$ cat src/pgp_pkg.sv
package pgp_pkg;

    // ****************************************************************
    // Clock and timing
    // ****************************************************************
    localparam int unsigned CLK_FREQ_HZ  = 25_000_000;
    localparam int unsigned TICK_TIME_US = 1000;
    localparam int unsigned TICK_CYCLES  =
        CLK_FREQ_HZ / 1_000_000 * TICK_TIME_US;

    // Debounce delays in milliseconds.
    localparam int unsigned DLY_CODE0_MS = 320;
    localparam int unsigned DLY_CODE5_MS = 200;
    localparam int unsigned DLY_LONG_MS  = 600;
    localparam int unsigned DLY_NONE_MS  = 0;
    localparam int unsigned MS_W         = 10;

    // ****************************************************************
    // Register bus and map
    // ****************************************************************
    localparam int unsigned ADDR_W = 8;
    localparam int unsigned DATA_W = 8;

    localparam logic [7:0] ADDR_CFG    = 8'h2D;
    localparam logic [7:0] ADDR_IGNORE = 8'h30;
    localparam logic [7:0] ADDR_STATUS = 8'h31;

    localparam logic [7:0] CFG_RESET    = 8'h00;
    localparam logic [7:0] IGNORE_RESET = 8'h00;

    // Configuration field positions.
    localparam int unsigned CFG_DBNC_MSB     = 7;
    localparam int unsigned CFG_DBNC_LSB     = 4;
    localparam int unsigned CFG_PG2_IGN_BIT  = 3;
    localparam int unsigned CFG_FLAG_POL_BIT = 2;
    localparam int unsigned CFG_GATE_POL_BIT = 1;
    localparam int unsigned CFG_POWER_ON_REQUEST_POL_BIT = 0;

    // Debounce codes.
    localparam logic [3:0] DBNC_CODE_320  = 4'h0;
    localparam logic [3:0] DBNC_CODE_200  = 4'h5;
    localparam logic [3:0] DBNC_CODE_NONE = 4'hF;

    // Status field positions.
    localparam int unsigned ST_PG1_BIT   = 0;
    localparam int unsigned ST_PG2_BIT   = 1;
    localparam int unsigned ST_POWER_ON_REQUEST_BIT  = 2;
    localparam int unsigned ST_FLAG_BIT  = 3;
    localparam int unsigned ST_STATE_LSB = 4;
    localparam int unsigned ST_GATE_BIT  = 6;

    // ****************************************************************
    // Types
    // ****************************************************************
    typedef struct packed {
        logic supply_ok;
        logic pri_fast_oc_ok;
        logic pri_acc_oc_ok;
        logic sec_acc_oc_ok;
        logic uv_ok;
        logic local_ov_ok;
        logic load_ov_ok;
    } pgp_limits_s;

    typedef struct packed {
        logic [ADDR_W-1:0] addr;
        logic [DATA_W-1:0] wdata;
        logic              wr;
        logic              rd;
    } pgp_bus_req_s;

    typedef enum logic [1:0] {
        PG_OFF,
        PG_RISE,
        PG_ON,
        PG_FALL
    } pgp_pg_e;

endpackage

$ cat src/pgp_sync.sv
module pgp_sync #(
    parameter int unsigned W = 2
) (
    // Clock and reset
    input  wire logic         mclk,
    input  wire logic         resetn,
    // Data
    input  wire logic [W-1:0] async_in,
    output logic      [W-1:0] sync_out
);

    initial begin
        if (W < 1) begin
            $error("pgp_sync: W must be at least 1.");
        end
    end

    logic [W-1:0] ff1_reg;
    logic [W-1:0] ff2_reg;
    logic [W-1:0] ff3_reg;

    // A change is taken only once the second and third stages agree.
    genvar i;
    generate
        for (i = 0; i < W; i = i + 1) begin : g_bit
            always_ff @(posedge mclk or negedge resetn) begin
                if (!resetn) begin
                    ff1_reg[i]  <= 1'b0;
                    ff2_reg[i]  <= 1'b0;
                    ff3_reg[i]  <= 1'b0;
                    sync_out[i] <= 1'b0;
                end else begin
                    ff1_reg[i] <= async_in[i];
                    ff2_reg[i] <= ff1_reg[i];
                    ff3_reg[i] <= ff2_reg[i];
                    if (ff2_reg[i] == ff3_reg[i]) begin
                        sync_out[i] <= ff3_reg[i];
                    end
                end
            end
        end
    endgenerate

endmodule

$ cat src/pgp_top.sv
// The implementer's own choice: the plain strobed port.
module pgp_top
    import pgp_pkg::*;
#(
    parameter int unsigned TICK_CYC = pgp_pkg::TICK_CYCLES
) (
    // Clock and reset
    input  wire logic                 mclk,
    input  wire logic                 resetn,
    // Register port
    input  wire pgp_pkg::pgp_bus_req_s bus_req,
    output logic [pgp_pkg::DATA_W-1:0] bus_rdata,
    // Pins from outside
    input  wire logic                 external_fault_flag_input,
    input  wire logic                 power_on_request,
    // Protection logic, same clock
    input  wire pgp_pkg::pgp_limits_s limits_ok,
    input  wire logic                 oring_switch_on,
    // Outputs
    output logic                      power_good_primary,
    output logic                      power_good_secondary,
    output logic                      oring_switch_gate
);

    import pgp_pkg::*;

    // ****************************************************************
    // Elaboration checks
    // ****************************************************************
    initial begin
        if (TICK_CYC < 1) begin
            $error("pgp_top: TICK_CYC must be at least 1.");
        end
        if ((2 ** MS_W) <= DLY_LONG_MS) begin
            $error("pgp_top: MS_W is too narrow for the longest delay.");
        end
        if ($bits(pgp_limits_s) + 1 != DATA_W) begin
            $error("pgp_top: fault vector must fill one register.");
        end
    end

    // ****************************************************************
    // Register port
    // ****************************************************************
    logic [7:0] cfg_reg;
    logic [7:0] ignore_reg;
    logic [7:0] status_w;
    logic [7:0] rdata_next;

    wire sel_cfg    = (bus_req.addr == ADDR_CFG);
    wire sel_ignore = (bus_req.addr == ADDR_IGNORE);
    wire sel_status = (bus_req.addr == ADDR_STATUS);

    wire wr_cfg    = bus_req.wr && sel_cfg;
    wire wr_ignore = bus_req.wr && sel_ignore;

    always_ff @(posedge mclk or negedge resetn) begin
        if (!resetn) begin
            cfg_reg <= CFG_RESET;
        end else if (wr_cfg) begin
            cfg_reg <= bus_req.wdata;
        end
    end

    always_ff @(posedge mclk or negedge resetn) begin
        if (!resetn) begin
            ignore_reg <= IGNORE_RESET;
        end else if (wr_ignore) begin
            ignore_reg <= bus_req.wdata;
        end
    end

    // Unmapped addresses read as zero.
    // Status is read-only; a write to it is dropped.
    assign rdata_next = !bus_req.rd ? 8'h00 :
                        sel_cfg     ? cfg_reg :
                        sel_ignore  ? ignore_reg :
                        sel_status  ? status_w :
                                      8'h00;

    always_ff @(posedge mclk or negedge resetn) begin
        if (!resetn) begin
            bus_rdata <= 8'h00;
        end else begin
            bus_rdata <= rdata_next;
        end
    end

    // ****************************************************************
    // Configuration fields
    // ****************************************************************
    wire [3:0] dbnc_code = cfg_reg[CFG_DBNC_MSB:CFG_DBNC_LSB];
    wire       pg2_ign   = cfg_reg[CFG_PG2_IGN_BIT];
    wire       flag_pol  = cfg_reg[CFG_FLAG_POL_BIT];
    wire       gate_pol  = cfg_reg[CFG_GATE_POL_BIT];
    wire       power_on_request_pol  = cfg_reg[CFG_POWER_ON_REQUEST_POL_BIT];

    // Other 0xxx codes fall back to the 320 ms setting.
    localparam logic [MS_W-1:0] MS_320 = MS_W'(DLY_CODE0_MS);
    localparam logic [MS_W-1:0] MS_200 = MS_W'(DLY_CODE5_MS);
    localparam logic [MS_W-1:0] MS_600 = MS_W'(DLY_LONG_MS);
    localparam logic [MS_W-1:0] MS_0   = MS_W'(DLY_NONE_MS);

    logic [MS_W-1:0] delay_ms;

    wire code_none = (dbnc_code == DBNC_CODE_NONE);
    wire code_320  = (dbnc_code == DBNC_CODE_320);
    wire code_200  = (dbnc_code == DBNC_CODE_200);
    wire code_long = dbnc_code[3];

    assign delay_ms = code_none ? MS_0   :
                      code_320  ? MS_320 :
                      code_200  ? MS_200 :
                      code_long ? MS_600 :
                                  MS_320;

    // ****************************************************************
    // Pin inputs
    // ****************************************************************
    // Polarity 1 means low is on; 0 means high is on. The sense is
    // applied ahead of the synchroniser, so a host that flips its pin
    // along with the sense bit causes no false request or fault.
    wire flag_in = external_fault_flag_input ^ flag_pol;
    wire power_on_request_in = power_on_request ^ power_on_request_pol;

    logic [1:0] pins_sync;

    pgp_sync #(
        .W (2)
    ) u_sync (
        .mclk     (mclk),
        .resetn   (resetn),
        .async_in ({flag_in, power_on_request_in}),
        .sync_out (pins_sync)
    );

    wire flag_on = pins_sync[1];
    wire power_on_request_on = pins_sync[0];

    wire all_ok = &limits_ok;

    // ****************************************************************
    // Millisecond tick
    // ****************************************************************
    // The prescaler restarts with each debounce so a delay is never
    // cut short by a partial first millisecond.
    localparam int unsigned TICK_W = $clog2(TICK_CYC + 1);

    logic [TICK_W-1:0] tick_cnt_reg;
    logic [MS_W-1:0]   ms_cnt_reg;
    logic              restart;

    wire tick = (tick_cnt_reg == TICK_W'(TICK_CYC - 1));

    always_ff @(posedge mclk or negedge resetn) begin
        if (!resetn) begin
            tick_cnt_reg <= '0;
        end else if (restart || tick) begin
            tick_cnt_reg <= '0;
        end else begin
            tick_cnt_reg <= tick_cnt_reg + 1'b1;
        end
    end

    always_ff @(posedge mclk or negedge resetn) begin
        if (!resetn) begin
            ms_cnt_reg <= '0;
        end else if (restart) begin
            ms_cnt_reg <= '0;
        end else if (tick && ms_cnt_reg != {MS_W{1'b1}}) begin
            ms_cnt_reg <= ms_cnt_reg + 1'b1;
        end
    end

    // The millisecond count stops at all ones so a long hold never wraps.
    wire dbnc_done = (ms_cnt_reg >= delay_ms);

    // ****************************************************************
    // Primary power-good sequencer
    // ****************************************************************
    pgp_pg_e state_reg;
    pgp_pg_e state_next;

    always_comb begin
        state_next = state_reg;
        restart    = 1'b0;
        case (state_reg)
            PG_OFF: begin
                if (power_on_request_on && all_ok) begin
                    state_next = PG_RISE;
                    restart    = 1'b1;
                end
            end
            PG_RISE: begin
                if (!power_on_request_on || !all_ok) begin
                    state_next = PG_OFF;
                end else if (dbnc_done) begin
                    state_next = PG_ON;
                end
            end
            PG_ON: begin
                if (!all_ok) begin
                    state_next = PG_OFF;
                end else if (!power_on_request_on) begin
                    state_next = PG_FALL;
                    restart    = 1'b1;
                end
            end
            PG_FALL: begin
                if (!all_ok) begin
                    state_next = PG_OFF;
                end else if (power_on_request_on) begin
                    state_next = PG_ON;
                end else if (dbnc_done) begin
                    state_next = PG_OFF;
                end
            end
            default: begin
                state_next = PG_OFF;
            end
        endcase
    end

    always_ff @(posedge mclk or negedge resetn) begin
        if (!resetn) begin
            state_reg <= PG_OFF;
        end else begin
            state_reg <= state_next;
        end
    end

    wire pg1_next = (state_next == PG_ON) || (state_next == PG_FALL);

    always_ff @(posedge mclk or negedge resetn) begin
        if (!resetn) begin
            power_good_primary <= 1'b0;
        end else begin
            power_good_primary <= pg1_next;
        end
    end

    // ****************************************************************
    // Fault mask
    // ****************************************************************
    // Each flag is a fault; an ignored external flag drops the output only
    // when the configuration bit allows it; a lost limit always drops it via primary good.
    wire [7:0] fault_vec = {flag_on, ~limits_ok};
    wire [7:0] fault_use;

    genvar fi;
    generate
        for (fi = 0; fi < 8; fi = fi + 1) begin : g_fault
            assign fault_use[fi] = fault_vec[fi] &&
                                   (pg2_ign || !ignore_reg[fi]);
        end
    endgenerate

    // ****************************************************************
    // Secondary power-good
    // ****************************************************************
    wire       pg2_next  = pg1_next && !(|fault_use);

    always_ff @(posedge mclk or negedge resetn) begin
        if (!resetn) begin
            power_good_secondary <= 1'b0;
        end else begin
            power_good_secondary <= pg2_next;
        end
    end

    // ****************************************************************
    // OR-ing switch gate
    // ****************************************************************
    // The gate is driven low at reset whichever polarity is chosen later;
    // a low-active switch sees a low level, and so on, until the first edge.
    always_ff @(posedge mclk or negedge resetn) begin
        if (!resetn) begin
            oring_switch_gate <= 1'b0;
        end else begin
            oring_switch_gate <= oring_switch_on ^ gate_pol;
        end
    end

    // ****************************************************************
    // Status
    // ****************************************************************
    always_comb begin
        status_w                         = 8'h00;
        status_w[ST_PG1_BIT]             = power_good_primary;
        status_w[ST_PG2_BIT]             = power_good_secondary;
        status_w[ST_POWER_ON_REQUEST_BIT]            = power_on_request_on;
        status_w[ST_FLAG_BIT]            = flag_on;
        status_w[ST_STATE_LSB +: 2]      = 2'(state_reg);
        status_w[ST_GATE_BIT]            = oring_switch_gate;
    end

endmodule

$ cat config.mk
export PLATFORM = sky130hd
export DESIGN_NAME = pgp_top
export DESIGN_NICKNAME = d
export VERILOG_FILES = /design/src/pgp_pkg.sv /design/src/pgp_sync.sv /design/src/pgp_top.sv
export SDC_FILE = /design/constraint.sdc
export NUM_CORES = 1
export LEC_CHECK = 0
export BUFFER_PORTS_ARGS = -buffer_cell sky130_fd_sc_hd__buf_2
export CORE_AREA = 3 3 90 92
export CTS_BUF_LIST = sky130_fd_sc_hd__clkbuf_4
export DETAILED_ROUTE_END_ITERATION = 7
export DIE_AREA = 0 0 93 95
export SLEW_MARGIN = 20
export SYNTH_ARGS = -nofsm -noshare
export SYNTH_HDL_FRONTEND = slang
export SYNTH_HIERARCHICAL = 1
export SYNTH_SLANG_ARGS = --single-unit
$ cat constraint.sdc
create_clock -name mclk -period 2.55 [get_ports mclk]
set_clock_uncertainty 0.15 [all_clocks]
set_input_delay 0.51 -clock mclk [delete_from_list [all_inputs] [get_ports mclk]]
set_output_delay 0.51 -clock mclk [all_outputs]
set_load 0.03 [all_outputs]
==> results.md <==
- Status: completed
- Placeable Area: 7292 sq um
- Final period utilization: 0.9281
- IO Count: 41
- CTS tree: done
- Register area share after synthesis: 0.5252
- Post-synth EDFFs: 0
- CTS root buf: clkbuf_4
- Total setup buffers inserted after CTS: 0
- Ranking of synthesized cells by area: dfrtp_1, mux2_2, nor2_1, xnor2_1, ha_1
- R2R cell count: 5
- # rows: 31
- Worst R2R Setup Slack: 0.18 ns
- Mapped Area: 2954 sq um
- Worst reg2reg endpoint: ms_cnt_reg[6]
- CTS sink cnt: 62
- Top FF cell, synth: dfrtp_1
- Pin count of the biggest net entering global routing: 43
- First drt pass iteration count: 4
- Max H-tree Level: 3
- Die H: 95 microns
- Most common cell in the netlist: dfrtp_1
- Max-slew headroom: 0.5192
- DRT iter0 DRCs: 84
- Share of cells above drive strength 1: 0.2711
- Met1 Use GR: 0.2100
- Share of Yosys cell area claimed by the top area cell type: 0.5252
- Setup crit start: tick_cnt_reg[9]
- Design area: 3463 sq um
- Initial antenna violation count: 0
- Vias in the first global route: 2,161
- TritonCTS Buffers: 9
- Max FFs per register: 15
- CTS Buffer Depth: 2
- Global Route Usage Sum: 0.1512
- WL per Instance: 14.12 microns
- Ant diodes: 0
- # DRC: 0
- Crit end category: flip-flop
- Post-DP HPWL: 4394 microns
- Setup Total Neg Slack: 0 ns
- Layout area overhead: 17.24%
- Hold Crit Class: in -> reg
- Grt ovf: 0
- Final hold violations: 0
- Cell Area, Placed: 3338 sq um
- Max-cap violations: 0
- Most Used Layer, Global Route: met2
- Crit-path max cell delay: 0.58 ns
- Yosys cell types: 40
- Total number of vias: 2,194
- Slowest-stage cell, CP: or4_4
- Slew @ Worst Pin: 0.7186 ns
- PD cells: 619.7 nW/um^2
- DRT Wirelength: 6087 microns
- Synth warn: 6
- Worst Setup EP: ms_cnt_reg[6]
- Data required time of the worst path: 2.69 ns
- Ys async rst share: 1.000
- Final setup vio count: 0
- Die ar.: 8835 sq um
- RSZ-0062 raised after global routing: no
- Worst setup path class: reg -> reg
- Die W: 93 microns
- Final Max Slew Viols: 0
- Skew-Pair Late Insertion Delay: 0.39 ns
- GR Util met2: 0.2220
- Post-synth top area cell: dfrtp_1
- Post-synthesis instance total: 269
- GP Congestion: 0.8307
- Post-route ant nets: 0
- Critical path cell sequence: or4_1 > or4_4 > nor4_1 > xnor2_1 > nor2_1
- GR Layer Usage met3: 0.03506
- Lkg Pwr: 1.627 nW
- Cell Count, Final, Fillers Out: 431
- VDD IR max: 0.0005939 V
- Initial core utilization: 0.4051
- Clock edge transition at the registers on the reported setup and hold paths: 0.10 ns
- Port Buf Inserts: 40
- Post-placement cell count: 414
- Crit Path Max Fanout: 11
- Nets: 366
- Syn_area_per_cell: 10.98 sq um
- Top cells by count, synth: dfrtp_1, nor2_1, mux2_2
- Crit path launch type: flip-flop
- RR Startpoint: tick_cnt_reg[9]
- Syn nets: 308
- First-pass GRT wire length: 10,310 microns
- Fmax achieved: 422.5 MHz
- DR vias/cell: 5.090
- Minimum clock period: 2.367 ns
- Crit path arrival time: 2.50 ns
- Register bit total from synthesis: 62
==> what timing repair did <==
| action | 4_1_cts | 5_1_grt |
|---|---|---|
| setup endpoints to repair | 0 | 3 |
| resized for setup | 0 | 2 |
| hold buffers | 1 | 0 |
| hold endpoints to repair | 20 | 0 |
==> where the power goes <==
part	switching, mW	internal, mW
Combinational	0.199	0.182
Sequential	0.122	1.09
Clock	0.342	0.215
Total	0.662	1.48
==> cell families after synthesis <==
family / count (synthesis) / share of synthesized area
compound gates: 36 / 0.08048
xor+xnor: 23 / 0.06819
fa+ha+maj: 11 / 0.04574
buf+inv: 14 / 0.02075
flops: 62 / 0.5252
mux: 18 / 0.06861
simple gates: 105 / 0.1910
==> how the worst min path moves through the flow <==
stage | from | to | slack [ns] | depth (start not counted)
4_1_cts | oring_switch_on | oring_switch_gate | 0.11 | 2
3_5_place_dp | u_sync/ff1_reg[1] | u_sync/ff2_reg[1] | 0.19 | 0
3_3_place_gp | u_sync/ff1_reg[0] | u_sync/ff2_reg[0] | 0.18 | 0
2_1_floorplan | resetn | bus_rdata[0] | 0.06 | 0
5_1_grt | oring_switch_on | oring_switch_gate | 0.11 | 2
6_report | oring_switch_on | oring_switch_gate | 0.13 | 2
==> area by class of cell <==
cell class,count,area [sq um]
sequential,62,1551
clock inverter,5,26.28
timing repair buffer,50,290.3
inverter,11,41.29
fill,719,3829
clock buffer,11,82.58
tap,99,123.9
multi-input combinational,193,1348
==> worst max-delay path: cells and delay by family, from the launching register on <==
family / cells / cell delay (ns)
simple gates: 4 / 1.54
flops: 1 / 0.42
xor+xnor: 1 / 0.16
==> layout by cell type, fill, tap and decap left out, drive strengths merged, types with 4 or more instances in the layout <==
cell type	count
inv	11
a22oi	7
nand2	11
mux2	18
nor4	8
clkbuf	11
buf	49
xnor2	13
nor3b	4
nand4	7
o21ai	5
nand3	13
nor2b	8
a21oi	12
clkinv	5
nor3	6
ha	9
nor2	34
xor2	10
a22o	7
dfrtp	62
==> layer usage <==
| layer | up-vias | routed length, microns |
|---|---|---|
| met5 | - | 0 |
| met4 | 0 | 138 |
| met3 | 13 | 277 |
| met2 | 48 | 2748 |
| met1 | 1045 | 2922 |
| li1 | 1088 | - |
==> metrics by stage <==
step	hold slack (ns)	util	power, mW	worst slack [ns]
finish	0.1326	0.4749	2.146	0.1832
global route	0.1059	0.4749	2.300	0.02320
CTS	0.1056	0.4741	2.167	0.1371
detailed placement	0.1880	0.4578	1.605	0.1691
global placement	0.1826	0.4578	1.598	0.1962
floorplan	0.06441	-	1.477	0.1775
Note: power is estimated with default switching activity, not from simulation.
